$ cat config.mk
export PLATFORM = sky130hd
export DESIGN_NAME = fbcm_top
export DESIGN_NICKNAME = d
export VERILOG_FILES = /design/src/rtl/fbcm_pkg.sv /design/src/rtl/fbcm_top.sv
export SDC_FILE = /design/constraint.sdc
export NUM_CORES = 1
export LEC_CHECK = 0
export ABC_CLOCK_PERIOD_IN_PS = 3000
export BUFFER_PORTS_ARGS = -buffer_cell sky130_fd_sc_hd__buf_2
export CAP_MARGIN = 25
export CORE_MARGIN = 2
export CORE_UTILIZATION = 50
export DETAILED_ROUTE_END_ITERATION = 10
export HOLD_SLACK_MARGIN = 0.08
export PLACE_DENSITY = 0.75
export SETUP_SLACK_MARGIN = 0.02
export SLEW_MARGIN = 20
export SYNTH_ARGS = -nofsm -noshare
export SYNTH_HDL_FRONTEND = slang
export SYNTH_SLANG_ARGS = --single-unit
$ cat constraint.sdc
create_clock -name aclk -period 3 [get_ports aclk]
set_input_delay 0.3 -clock aclk [delete_from_list [all_inputs] [get_ports aclk]]
set_output_delay 0.3 -clock aclk [all_outputs]
set_load 0.01 [all_outputs]
$ cat src/rtl/fbcm_pkg.sv
// Package: address map, field positions and types of the frame buffer control map
package fbcm_pkg;
   // ------------------------------------------------------------
   // Address decode
   // ------------------------------------------------------------
   localparam int AXI_AW = 21;        // Byte address width
   localparam int SPACE_BIT = 20;     // 1 = control space, 0 = frame buffer
   localparam int FB_LINE_MSB = 18;   // Top byte address bit of 512K space
   localparam int CTRL_HI_LSB = 6;    // Control bits above the 64-byte window
   // ------------------------------------------------------------
   // Register indices (byte address = index * 4)
   // ------------------------------------------------------------
   localparam logic [3:0] REG_LEN_LO = 4'h0;  // 00 line length low
   localparam logic [3:0] REG_STAT = 4'h1;    // 04 refresh/interlace/genlock/setup
   localparam logic [3:0] REG_BASE_MID = 4'h2;  // 08 base 15:8
   localparam logic [3:0] REG_BASE_LO = 4'h3;   // 0C base 7:0
   localparam logic [3:0] REG_HRES_LO = 4'h4;   // 10 horizontal resolution low
   localparam logic [3:0] REG_HMIX = 4'h5;      // 14 hres/htotal high bits
   localparam logic [3:0] REG_HTOT_LO = 4'h6;   // 18 horizontal total low
   localparam logic [3:0] REG_HSYNC = 4'h7;     // 1C hsync width
   localparam logic [3:0] REG_VMIX = 4'h8;      // 20 vres/vtotal high bits
   localparam logic [3:0] REG_VRES_LO = 4'h9;   // 24 vertical resolution low
   localparam logic [3:0] REG_VTOT_LO = 4'hA;   // 28 vertical total low
   localparam logic [3:0] REG_VMISC = 4'hB;     // 2C rank and misc
   localparam logic [3:0] REG_VSYNC = 4'hC;     // 30 vsync width
   localparam logic [3:0] REG_PMIX = 4'hD;      // 34 prescale and misc
   localparam logic [3:0] REG_SYS = 4'hF;       // 3C length/base high, polarity, depth
   localparam logic [7:0] REG_RESET = 8'h00;    // Every register clears on reset
   // ------------------------------------------------------------
   // Field positions
   // ------------------------------------------------------------
   localparam int STAT_INTL = 4;     // Interlace enable
   localparam int SYS_BASE16 = 2;    // Base bit 16
   localparam int SYS_POL = 3;       // Address sense invert
   localparam int SYS_DEPTH = 4;     // Depth code lsb, 3 bits
   localparam int VMISC_RANK2 = 7;   // Second rank fitted
   localparam int PMIX_PRE = 4;      // Prescale exponent lsb, 3 bits
   localparam logic [2:0] DEPTH_MAX = 3'h4;  // Code 4 = 16 bpp
   localparam logic [1:0] RESP_OKAY = 2'h0;
   localparam logic [1:0] RESP_SLVERR = 2'h2;
   typedef enum logic [1:0] {FBCM_IDLE, FBCM_FBRD, FBCM_BRSP, FBCM_RRSP} fbcm_state_t;
endpackage : fbcm_pkg

$ cat src/rtl/fbcm_top.sv
// Frame buffer control map: AXI4-Lite slave, VRAM port and chunky video timing
// Functional notes
// RULE1: control space never reaches frame buffer
// RULE2: lowest 64 control bytes hold registers
// RULE3: byte registers on 4-byte stride from 0
// RULE4: exactly sixteen byte-wide configuration registers
// RULE5: wide parameters split; shared registers listed
// RULE6: 32-bit linear 256K or 512K space
// RULE7: pixels from adjacent bits of words
// RULE8: at most two ranks, 512K total
// RULE9: no parity on frame buffer data
// RULE10: depths 1,2,4,8,16 from one clock
// RULE11: pixel clock divided by software prescale
// RULE12: integrator limits pixel data rate
// RULE13: programmable sync, interlaced or not
// RULE14: latch address, size, direction; optional inversion
// RULE15: pixel clock synchronised to bus clock
// RULE16: host bus clock at most 15 MHz; aclk runs at 50 MHz here
// RULE17: line words and resolution set independently
// RULE18: address sense clears low on reset
// RULE19: readback of writes; other lanes ignored
//
// Design decisions made here: the placing of the registers and the AXI4-Lite interface to the registers.
`timescale 1ns/1ps
module fbcm_top (
   input wire logic aclk,                                 // Bus clock, 50 MHz
   input wire logic aresetn,                              // Sync reset, low
   input wire logic [fbcm_pkg::AXI_AW-1:0] s_axi_awaddr,  // Write address
   input wire logic [2:0] s_axi_awprot,                   // Unused
   input wire logic s_axi_awvalid,                        // Write address valid
   output logic s_axi_awready,                            // Write address ready
   input wire logic [31:0] s_axi_wdata,                   // Write data
   input wire logic [3:0] s_axi_wstrb,                    // Byte strobes
   input wire logic s_axi_wvalid,                         // Write data valid
   output logic s_axi_wready,                             // Write data ready
   output logic [1:0] s_axi_bresp,                        // Write response
   output logic s_axi_bvalid,                             // Write response valid
   input wire logic s_axi_bready,                         // Write response ready
   input wire logic [fbcm_pkg::AXI_AW-1:0] s_axi_araddr,  // Read address
   input wire logic [2:0] s_axi_arprot,                   // Unused
   input wire logic s_axi_arvalid,                        // Read address valid
   output logic s_axi_arready,                            // Read address ready
   output logic [31:0] s_axi_rdata,                       // Read data
   output logic [1:0] s_axi_rresp,                        // Read response
   output logic s_axi_rvalid,                             // Read data valid
   input wire logic s_axi_rready,                         // Read data ready
   output logic fb_req,                                   // VRAM access pulse
   output logic fb_we,                                    // VRAM write
   output logic fb_rank,                                  // Rank select
   output logic [15:0] fb_addr,                           // Word within rank
   output logic [3:0] fb_be,                              // Byte enables
   output logic [31:0] fb_wdata,                          // Write data
   input wire logic [31:0] fb_rdata,                      // Read data, same cycle as fb_req
   input wire logic pxclk_in,                             // Master pixel clock pin
   output logic [16:0] disp_addr,                         // Display word address
   output logic disp_next,                                // Display word consumed
   input wire logic [31:0] disp_word,                     // Word at disp_addr
   output logic [15:0] pix_value,                         // Pixel colour value
   output logic pix_valid,                                // Pixel strobe
   output logic hsync_out,                                // Horizontal sync
   output logic vsync_out,                                // Vertical sync
   output logic blank_out,                                // Outside active area
   output logic field_out                                 // Odd field when interlaced
);
   import fbcm_pkg::*;
   // ------------------------------------------------------------
   // Register file and decoded parameters
   // ------------------------------------------------------------
   logic [7:0] regs [16];   // Sixteen byte registers
   fbcm_state_t st;         // Bus engine state
   logic pol;               // Address sense invert
   logic two_rank;          // Second rank fitted
   logic [9:0] length;      // Words per line
   logic [16:0] base;       // Display start word
   logic [9:0] hres, htot, vres, vtot;  // Resolutions and totals
   logic [2:0] dcode;       // Clamped depth code
   logic [2:0] pre;         // Prescale exponent
   assign pol = regs[REG_SYS][SYS_POL];
   assign two_rank = regs[REG_VMISC][VMISC_RANK2];
   // Wide parameters are assembled from several byte registers
   assign length = {regs[REG_SYS][1:0], regs[REG_LEN_LO]};  // RULE5
   assign base = {regs[REG_SYS][SYS_BASE16], regs[REG_BASE_MID], regs[REG_BASE_LO]};  // RULE5
   assign hres = {regs[REG_HMIX][1:0], regs[REG_HRES_LO]};  // RULE5
   assign htot = {regs[REG_HMIX][3:2], regs[REG_HTOT_LO]};  // RULE5
   assign vres = {regs[REG_VMIX][1:0], regs[REG_VRES_LO]};  // RULE5
   assign vtot = {regs[REG_VMIX][3:2], regs[REG_VTOT_LO]};  // RULE5
   assign pre = regs[REG_PMIX][PMIX_PRE+:3];
   // Codes above 16 bpp would overrun the word, so they clamp
   assign dcode = (regs[REG_SYS][SYS_DEPTH+:3] > DEPTH_MAX) ? DEPTH_MAX :
                  regs[REG_SYS][SYS_DEPTH+:3];  // RULE10
   // ------------------------------------------------------------
   // Address decode
   // ------------------------------------------------------------
   logic wr_go, rd_go;            // Requests taken this cycle
   logic aw_ctrl, ar_ctrl;        // Control space selected
   logic aw_in, ar_in;            // Inside the 64-byte window
   logic [16:0] aw_word, ar_word; // Frame buffer word, sense applied
   logic aw_ok, ar_ok;            // Word lies in a fitted rank
   logic [7:0] rd_reg;            // Register addressed by a read
   assign wr_go = (st == FBCM_IDLE) && s_axi_awvalid && s_axi_wvalid;
   assign rd_go = (st == FBCM_IDLE) && s_axi_arvalid && !wr_go;
   assign s_axi_awready = wr_go;
   assign s_axi_wready = wr_go;
   assign s_axi_arready = rd_go;
   assign aw_ctrl = s_axi_awaddr[SPACE_BIT];  // RULE1
   assign ar_ctrl = s_axi_araddr[SPACE_BIT];  // RULE1
   assign aw_in = (s_axi_awaddr[SPACE_BIT-1:CTRL_HI_LSB] == '0);  // RULE2
   assign ar_in = (s_axi_araddr[SPACE_BIT-1:CTRL_HI_LSB] == '0);  // RULE2
   // Inverted sense suits a host whose address lines are active low
   assign aw_word = pol ? ~s_axi_awaddr[FB_LINE_MSB:2] : s_axi_awaddr[FB_LINE_MSB:2];  // RULE14
   assign ar_word = pol ? ~s_axi_araddr[FB_LINE_MSB:2] : s_axi_araddr[FB_LINE_MSB:2];  // RULE14
   assign aw_ok = two_rank || !aw_word[16];  // RULE8
   assign ar_ok = two_rank || !ar_word[16];  // RULE8
   assign rd_reg = regs[s_axi_araddr[5:2]];  // RULE3
   // ------------------------------------------------------------
   // Register writes: lane 0 only, window only
   // ------------------------------------------------------------
   always_ff @(posedge aclk) begin
      if (!aresetn) begin
         for (int i = 0; i < 16; i++) begin
            regs[i] <= REG_RESET;  // RULE18
         end
      end else if (wr_go && aw_ctrl && aw_in && s_axi_wstrb[0]) begin
         regs[s_axi_awaddr[5:2]] <= s_axi_wdata[7:0];  // RULE4 RULE19
      end
   end
   // ------------------------------------------------------------
   // Bus engine: one transfer at a time, writes before reads
   // ------------------------------------------------------------
   always_ff @(posedge aclk) begin
      if (!aresetn) begin
         st <= FBCM_IDLE;
      end else begin
         case (st)
            FBCM_IDLE: begin
               if (wr_go) begin
                  st <= FBCM_BRSP;
               end else if (rd_go) begin
                  st <= (!ar_ctrl && ar_ok) ? FBCM_FBRD : FBCM_RRSP;
               end
            end
            FBCM_FBRD: st <= FBCM_RRSP;  // VRAM data arrives this cycle
            FBCM_BRSP: if (s_axi_bready) st <= FBCM_IDLE;
            FBCM_RRSP: if (s_axi_rready) st <= FBCM_IDLE;
            default: st <= FBCM_IDLE;
         endcase
      end
   end
   assign s_axi_bvalid = (st == FBCM_BRSP);
   assign s_axi_rvalid = (st == FBCM_RRSP);
   // Responses are latched at the take edge, VRAM read data one edge later, and held until accepted
   always_ff @(posedge aclk) begin
      if (!aresetn) begin
         s_axi_bresp <= RESP_OKAY;
         s_axi_rresp <= RESP_OKAY;
         s_axi_rdata <= '0;
      end else begin
         if (wr_go) begin
            s_axi_bresp <= (aw_ctrl ? aw_in : aw_ok) ? RESP_OKAY : RESP_SLVERR;  // RULE2
         end
         if (rd_go) begin
            s_axi_rresp <= (ar_ctrl ? ar_in : ar_ok) ? RESP_OKAY : RESP_SLVERR;
            s_axi_rdata <= (ar_ctrl && ar_in) ? {24'h000000, rd_reg} : '0;  // RULE19
         end else if (st == FBCM_FBRD) begin
            s_axi_rdata <= fb_rdata;  // RULE6
         end
      end
   end
   // ------------------------------------------------------------
   // VRAM port: address, size and direction latched at take
   // ------------------------------------------------------------
   always_ff @(posedge aclk) begin
      if (!aresetn) begin
         fb_req <= 1'b0;
         fb_we <= 1'b0;
         fb_rank <= 1'b0;
         fb_addr <= '0;
         fb_be <= '0;
         fb_wdata <= '0;
      end else begin
         fb_req <= (wr_go && !aw_ctrl && aw_ok) || (rd_go && !ar_ctrl && ar_ok);  // RULE1
         if (wr_go) begin
            fb_we <= 1'b1;  // RULE14
            {fb_rank, fb_addr} <= aw_word;  // RULE8
            fb_be <= s_axi_wstrb;
            fb_wdata <= s_axi_wdata;  // RULE9
         end else if (rd_go) begin
            fb_we <= 1'b0;  // RULE14
            {fb_rank, fb_addr} <= ar_word;
            fb_be <= 4'hF;
         end
      end
   end
   // ------------------------------------------------------------
   // Pixel clock pin: three flops, change counted when 2 and 3 agree
   // ------------------------------------------------------------
   logic [2:0] px_sync;   // Synchroniser chain
   logic px_lvl;          // Accepted level
   logic px_rise;         // Accepted rising edge
   logic [6:0] pre_cnt;   // Prescale counter
   logic pix_en;          // One pixel per pulse
   always_ff @(posedge aclk) begin
      if (!aresetn) begin
         px_sync <= '0;
         px_lvl <= 1'b0;
      end else begin
         px_sync <= {px_sync[1:0], pxclk_in};  // RULE15
         if (px_sync[1] == px_sync[2]) px_lvl <= px_sync[2];
      end
   end
   assign px_rise = (px_sync[1] == px_sync[2]) && px_sync[2] && !px_lvl;
   // Divide accepted edges by 2^pre
   always_ff @(posedge aclk) begin
      if (!aresetn) begin
         pre_cnt <= '0;
      end else if (px_rise) begin
         pre_cnt <= pix_en ? '0 : pre_cnt + 7'h01;  // RULE11
      end
   end
   assign pix_en = px_rise && (pre_cnt >= 7'((8'h01 << pre) - 8'h01));  // RULE11
   // ------------------------------------------------------------
   // Sync generator
   // ------------------------------------------------------------
   logic [9:0] hcnt, vcnt;  // Raster position
   logic line_end, frame_end;
   assign line_end = (hcnt >= htot);
   assign frame_end = line_end && (vcnt >= vtot);
   always_ff @(posedge aclk) begin
      if (!aresetn) begin
         hcnt <= '0;
         vcnt <= '0;
         field_out <= 1'b0;
      end else if (pix_en) begin
         hcnt <= line_end ? '0 : hcnt + 10'h001;  // RULE13
         if (line_end) vcnt <= frame_end ? '0 : vcnt + 10'h001;
         if (frame_end) field_out <= regs[REG_STAT][STAT_INTL] && !field_out;  // RULE13
      end
   end
   always_ff @(posedge aclk) begin
      if (!aresetn) begin
         hsync_out <= 1'b0;
         vsync_out <= 1'b0;
         blank_out <= 1'b1;
      end else begin
         hsync_out <= ({2'h0, regs[REG_HSYNC]} > hcnt);  // RULE13
         vsync_out <= ({2'h0, regs[REG_VSYNC]} > vcnt);
         blank_out <= (hcnt >= hres) || (vcnt >= vres);
      end
   end
   // ------------------------------------------------------------
   // Chunky pixel fetch: line stride and resolution are independent
   // ------------------------------------------------------------
   logic [16:0] line_start;  // First word of current line
   logic [9:0] word_ptr;     // Word within line
   logic [4:0] pidx;         // Pixel within word
   logic active, word_done;
   assign active = (hcnt < hres) && (vcnt < vres);
   assign word_done = (pidx == 5'((6'h20 >> dcode) - 6'h01));
   assign disp_addr = line_start + {7'h00, word_ptr};  // RULE17
   always_ff @(posedge aclk) begin
      if (!aresetn) begin
         line_start <= '0;
         word_ptr <= '0;
         pidx <= '0;
      end else if (pix_en) begin
         if (frame_end) begin
            // Odd field starts one stored line further down
            line_start <= base + ((regs[REG_STAT][STAT_INTL] && !field_out) ?
                          {7'h00, length} : 17'h00000);
         end else if (line_end && vcnt < vres) begin
            line_start <= line_start + {7'h00, length};  // RULE17
         end
         if (line_end) begin
            word_ptr <= '0;
            pidx <= '0;
         end else if (active) begin
            pidx <= word_done ? '0 : pidx + 5'h01;
            if (word_done) word_ptr <= word_ptr + 10'h001;
         end
      end
   end
   always_ff @(posedge aclk) begin
      if (!aresetn) begin
         pix_value <= '0;
         pix_valid <= 1'b0;
         disp_next <= 1'b0;
      end else begin
         pix_valid <= pix_en && active;
         disp_next <= pix_en && active && word_done && !line_end;
         if (pix_en && active) begin
            pix_value <= 16'(disp_word >> 5'(pidx << dcode)) &
                         16'((17'h00001 << (5'h01 << dcode)) - 17'h00001);  // RULE7 RULE10
         end
      end
   end
endmodule : fbcm_top

==> flow_summary_export.csv, run 1 <==
group,metric,value,unit
sta,tightest_slew,0.8913,ns
route,drtPass1Iterations,11,
sta,final_hold_viol_count,0,
pwr,netSwitchingFraction,26.27,%
final_layout,antenna_cells,0,
die,start_util,50.85,%
sta,fin_hold_ws,0.09879,ns
worst_hold_path,hp-class,"input port to flop",
placed_design,placed_area,0.02039,sq mm
route,vias_per_cell,5.968,
die,die_w,194.4,microns
pwr,power.internal,7.272,mW
sta,slew_violations,0,
route,wire_per_inst,20.65,microns
sta,setup_tns,-0.3725,ns
clock_network,cts-buffers-inserted,31,
pwr,p_leak,9.328,nW
pwr,p_sw,2.591,mW
die,core_area,0.03566,sq mm
critical_path,cp.required,2.70,ns
final_layout,drive_gt1_share,24.51,%
pwr,power_density,440.2,mW/mm^2
global_routing,grt_pass1_vias,15560,
clock_network,cts.sinks,304,
critical_path,start_kind,"flop",
route,vias,16260,
yosys,yosys-top-cells-count,"180 x nand2_1, 176 x dfxtp_1, 143 x and2_1",
sta,finClkSkew,0.02939,ns
clock_network,insertion_delay,0.59,ns
status,violations,"design-rule violations, negative setup slack",
placed_design,place_inst,2594,
critical_path,critical_path.most_common_cell,"a21o_1",
final_layout,nets,2498,
yosys,synthArstFlopShare,0,%
critical_path,arrival,2.81,ns
yosys,ys_ff_latch,304,
yosys,yosys.cell_count.top_type,"nand2_1",
clock_network,cts-root-buf,"clkbuf_16",
pwr,power_frac_comb,13.1,%
global_routing,grtUsageTotal,28.81,%
global_routing,grt_first_pass_wirelength,86290,microns
route,wl,56260,microns
critical_path,worst-path-max-fanout,3,
pwr,peakVddDrop,0.0004872,V
sta,setup_violations,7,
pwr,clock_power_share,40.6,%
pwr,seqPwrFrac,46.4,%
yosys,synth_flop_cell,"dfxtp_1",
yosys,synth_warnings,0,
sta,maxSlewHeadroom,40.36,%
sta,fmax,322.0,MHz
yosys,synth_top_area_cell,"edfxtp_1",
critical_path,slowest_delay,0.41,ns
sta,grt_setup_unrepaired,"true",
placed_design,gp_congestion,0.9394,
clock_network,htreeDepth,1,
placed_design,place_hpwl,41540,microns
die,die-area,0.03780,sq mm
critical_path,path_buf_inv,2,
critical_path,cp_cell_sequence,"ha_4 > buf_6 > a21o_1 > a21o_1 > a21oi_2 > o211ai_1 > a21o_1 > or4_1 > o211ai_1 > buf_2",
yosys,synth_cells,1867,
yosys,netlist_area,0.01813,sq mm
sta,fin_crit_sh,103.5,%
clock_network,cts.clk_slew.worst_paths,0.07,ns
clock_network,cts_tree,"done",
critical_path,endpoint_kind,"primary output",
die,num_rows,69,
yosys,netlist.area_leader.share,21.20,%
final_layout,area_growth,23.60,%
status,status,"complete, but fails checks",
final_layout,fin_area,0.02241,sq mm
placed_design,dp_slack,0.03826,ns
pwr,power,9.863,mW
critical_path,critPathSlowestCell,"or4_1",
global_routing,grt_max_degree,81,
yosys,synth-seq-area-share,40.63,%
clock_network,clockBufferDepth,3,
placed_design,io_buffers,278,
die,ioPinCount,291,
route,drtAntennaViolNets,0,
route,drcViolationCount,10,
global_routing,antenna_found_initial,2,
final_layout,instances_no_fill,2725,
die,die_y,194.4,microns
sta,setup_ws,-0.1059,ns
final_layout,fin_util,62.85,%
flow_run,maxCapViolCount,0,
global_routing,globalRouteOverflowTotal,0,
yosys,synth_cell_types,82,
yosys,syn_avg_cell_area,9.711,sq um
yosys,synth.area.top_cells,"edfxtp_1 21%, dfxtp_1 19%, ha_1 6.9%",
route,initialDrtViolationCount,1418,
critical_path,critical-path-top-delay-family,"compound AO/OA/AOI/OAI gates",
sta,min_period,3.106,ns
critical_path,crit_type,"flop to primary output",
yosys,synth-edff-count,128,
path summary, 6_finish.rpt:
path                                     from        endpoint  slack (ns)  depth (start not counted)
worst min-delay path              fb_rdata[6]  s_axi_rdata[6]         0.1                          3
worst min register to register     px_sync[0]      px_sync[1]        0.44                          1
worst max-delay path            line_start[0]   disp_addr[11]       -0.11                         10
worst max register to register    regs[13][5]  line_start[12]        0.10                         12
layer usage:
layer / up-vias / routed length [microns] / share of wire [%] / GRT usage (%)
met5: - / 13 / 0.023 / 0
met4: 2 / 1913 / 3.4 / 9.345
met3: 138 / 4703 / 8.4 / 4.616
met2: 759 / 26830 / 48 / 48.32
met1: 7829 / 22800 / 41 / 38.17
li1: 7534 / - / - / -
power by group through the flow:
stage               clock [mW]  combinational, mW  sequential (mW)
floorplan                    0              0.657             4.67
global placement             0               1.17             4.65
detailed placement           0               1.19             4.66
CTS                       4.04               1.26             4.57
global route              4.19               1.39             4.59
finish                    4.00               1.29             4.57
state kept, by name, summed over array words and instances (netlist names), 2 cells and up:
register,count
pre_cnt,7
pix_value,16
px_sync,3
hcnt,10
fb_wdata,32
fb_be,4
pidx,5
fb_addr,16
st,2
s_axi_rdata,32
line_start,17
vcnt,10
regs,128
word_ptr,10
cell families after synthesis:
logic type / after synthesis / synth area share [%]
AND/OR/NAND/NOR: 679 / 19.22
AO/OA/AOI/OAI: 352 / 12.86
flip-flops: 304 / 40.63
buffers and inverters: 193 / 4.576
multiplexers: 163 / 12.01
adder cells (fa/ha/maj): 103 / 7.233
XOR/XNOR: 71 / 3.430
other: 2 / 0.04142
cell type report:
cell class | count | area, sq um
Fill cell | 2878 | 13250
Multi-Input combinational cell | 1371 | 10160
Sequential cell | 304 | 7375
Timing Repair Buffer | 449 | 2922
Clock buffer | 38 | 875.8
Tap cell | 461 | 576.8
Inverter | 82 | 309.0
Clock inverter | 20 | 187.7
repair_timing:
item	in CTS	in global routing
hold endpoints to repair	62	0
hold buffers	61	0
buffers inserted	8	4
cloned	0	0
endpoints found under the setup margin	14	22
pin swaps	12	15
resized for setup	25	24
placed cells by master, fill, tap and decap left out, types with 24 or more instances in the layout:
master,instances
a21oi_1,103
a22oi_1,28
and2_1,143
buf_2,276
buf_4,100
clkbuf_16,34
dfxtp_1,172
dlygate4sd3_1,61
edfxtp_1,128
ha_1,96
inv_1,78
mux2i_1,114
mux4_2,43
nand2_1,180
nand3_1,45
nand4_1,24
nor2_1,125
nor3_1,43
o21ai_0,61
xnor2_1,52
worst register-to-register path, delay by kind of cell (launching register included):
family | cells | cell delay, ns
buffers and inverters | 3 | 0.52
adder cells (fa/ha/maj) | 1 | 0.28
AND/OR/NAND/NOR | 4 | 0.67
flip-flops | 1 | 0.39
AO/OA/AOI/OAI | 4 | 0.89
No activity file was read; power rests on OpenSTA's default activity.
==> inputs of run 2 (changes only) <==
--- a/config.mk
+++ b/config.mk
@@ -5,14 +5,14 @@
 export SDC_FILE = /design/constraint.sdc
 export NUM_CORES = 1
 export LEC_CHECK = 0
-export ABC_CLOCK_PERIOD_IN_PS = 3000
+export ABC_CLOCK_PERIOD_IN_PS = 3150
 export BUFFER_PORTS_ARGS = -buffer_cell sky130_fd_sc_hd__buf_2
 export CAP_MARGIN = 25
 export CORE_MARGIN = 2
 export CORE_UTILIZATION = 50
 export DETAILED_ROUTE_END_ITERATION = 10
 export HOLD_SLACK_MARGIN = 0.08
-export PLACE_DENSITY = 0.75
+export PLACE_DENSITY = 0.72
 export SETUP_SLACK_MARGIN = 0.02
 export SLEW_MARGIN = 20
 export SYNTH_ARGS = -nofsm -noshare
==> constraint.sdc (replaced) <==
create_clock -name aclk -period 3.15 [get_ports aclk]
set_input_delay 0.315 -clock aclk [delete_from_list [all_inputs] [get_ports aclk]]
set_output_delay 0.315 -clock aclk [all_outputs]
set_load 0.01 [all_outputs]
==> run 2 against run 1 <==
Net effect: the flow finishes with violations (design-rule violations); register-to-register slack improved by 0.04 ns; clock-buffer cell count rose by 17; total power fell by 3.4%; worst hold slack got worse by 0.0063 ns; critical path depth fell by 1; largest power group unchanged; highest routed layer is now met4.
==> flow_summary_export.csv, run 2 (synthesis results as in run 1) <==
group,metric,value,unit
pwr,clock_power_share,41.8,%
sta,min_period,3.084,ns
global_routing,grt_pass1_vias,15340,
final_layout,layout_commonest_cell,"buf_2",
final_layout,layout_common_cells,"278 x buf_2, 180 x nand2_1, 172 x dfxtp_1, 143 x and2_1, 128 x edfxtp_1",
route,drcViolationCount,24,
critical_path,worst-r2r-cell-count,11,
die,num_rows,69,
die,die_y,194.4,microns
pwr,power.internal,7.154,mW
sta,fin_crit_sh,97.91,%
final_layout,area_growth,21.11,%
clock_network,insertion_delay,0.52,ns
worst_hold_path,whs_path_depth,3,
final_layout,largest_register_ffs,128,
critical_path,reg2reg_from,"regs[13][5]",
flow_run,maxCapViolCount,0,
final_layout,drive_gt1_share,22.94,%
sta,maxSlewHeadroom,44.90,%
route,vias,15880,
final_layout,reg.largest.list,"regs (128), fb_wdata (32), s_axi_rdata (32)",
worst_hold_path,hold_start,"fb_rdata[23]",
die,core_area,0.03566,sq mm
route,wire_per_inst,20.26,microns
pwr,netSwitchingFraction,24.94,%
pwr,power_density,434.1,mW/mm^2
critical_path,arrival,2.77,ns
final_layout,instances_no_fill,2696,
die,start_util,50.85,%
worst_hold_path,hold_end,"s_axi_rdata[23]",
route,drtAntennaViolNets,0,
critical_path,cp.required,2.83,ns
final_layout,nets,2466,
route,initialDrtViolationCount,1309,
worst_hold_path,hp-class,"input port to flop",
placed_design,place_hpwl,40570,microns
pwr,power_frac_comb,12.5,%
route,wl,54620,microns
sta,fmax,324.2,MHz
sta,slew_violations,0,
global_routing,grtUsageTotal,28.09,%
placed_design,io_buffers,278,
clock_network,cts.sinks,304,
clock_network,clockBufferDepth,3,
critical_path,reg2reg_to,"line_start[13]",
clock_network,htreeDepth,2,
critical_path,rrSetupSlack,0.14,ns
sta,grt_setup_unrepaired,"true",
critical_path,worst-path-max-fanout,4,
pwr,p_leak,9.163,nW
global_routing,globalRouteOverflowTotal,0,
clock_network,cts-root-buf,"clkbuf_16",
pwr,p_sw,2.377,mW
global_routing,grt_first_pass_wirelength,84220,microns
clock_network,cts_tree,"done",
die,die-area,0.03780,sq mm
route,drtPass1Iterations,8,
clock_network,cts-buffers-inserted,34,
status,violations,"design-rule violations",
placed_design,gp_congestion,0.9285,
pwr,peakVddDrop,0.0003638,V
pwr,power,9.531,mW
sta,setup_violations,0,
global_routing,grt_max_degree,50,
sta,finClkSkew,0.02313,ns
critical_path,start_kind,"flop",
global_routing,antenna_found_initial,2,
sta,tightest_slew,0.8256,ns
pwr,seqPwrFrac,45.7,%
route,vias_per_cell,5.890,
die,ioPinCount,291,
die,die_w,194.4,microns
clock_network,cts.clk_slew.worst_paths,0.06,ns
status,status,"complete, but fails checks",
sta,fin_hold_ws,0.09251,ns
placed_design,place_inst,2582,
critical_path,endpoint_kind,"primary output",
sta,final_hold_viol_count,0,
final_layout,top_register,"regs",
critical_path,crit_type,"flop to primary output",
-- run 2: what timing repair did --
item,in CTS,in global routing
endpoints found under the hold margin,46,0
setup buffers,3,1
resized for setup,8,10
pin swaps,4,9
endpoints found under the setup margin,5,11
hold buffers,46,0
-- run 2: metrics by stage --
| step | setup WS, ns | utilization (%) | instance area [sq um] | setup TNS (ns) |
|---|---|---|---|---|
| after floorplan | 0.2684 | - | 18130 | 0 |
| after detailed placement | 0.1528 | 56.86 | 20270 | 0 |
| after global routing | -0.03984 | 61.57 | 21950 | -0.03984 |
| final | 0.06591 | 61.58 | 21960 | 0 |
| after global placement | 0.1385 | 56.85 | 20270 | 0 |
| after CTS | 0.01435 | 61.42 | 21900 | 0 |
-- run 2: worst max-delay path by stage --
stage                   from              to  slack, ns  depth (start not counted)
5_1_grt        line_start[1]   disp_addr[11]      -0.04                          9
4_1_cts          word_ptr[1]   disp_addr[11]       0.01                          9
3_5_place_dp   line_start[0]  line_start[14]       0.15                         11
6_report       line_start[1]   disp_addr[11]       0.07                          9
3_3_place_gp         vcnt[0]  line_start[14]       0.14                         10
2_1_floorplan    regs[13][5]  line_start[14]       0.27                         11
-- run 2: critical path, cell delays in order (launching register included) --
cell and delay [ns]:
dfxtp_2 0.34, ha_1 0.30, a21o_1 0.17, a21o_1 0.18, a21oi_2 0.16, o211ai_1 0.19
a21o_1 0.26, or4_4 0.41, o211ai_1 0.09, buf_2 0.17
-- run 2: power groups by stage --
stage	logic, mW	registers, mW	clock network [mW]
floorplan	0.626	4.44	0
global placement	1.11	4.43	0
detailed placement	1.13	4.43	0
CTS	1.18	4.35	4.02
global route	1.29	4.37	4.18
finish	1.19	4.36	3.98
-- run 2: area by class of cell --
class	instances	area [sq um]
fill	2967	13700
multi-input combinational	1371	10010
sequential	304	7372
timing repair buffer	414	2565
clock buffer	55	1031
tap	461	576.8
inverter	82	310.3
clock inverter	6	87.58
antenna	3	7.507
-- run 2: metal layers --
| metal | vias to the layer above | GRT usage (%) | share of wire (%) |
|---|---|---|---|
| li1 | 7463 | - | - |
| met1 | 7652 | 37.12 | 42 |
| met2 | 650 | 46.99 | 48 |
| met3 | 115 | 4.668 | 7.2 |
| met4 | 0 | 9.288 | 3.4 |
| met5 | - | 0 | 0 |
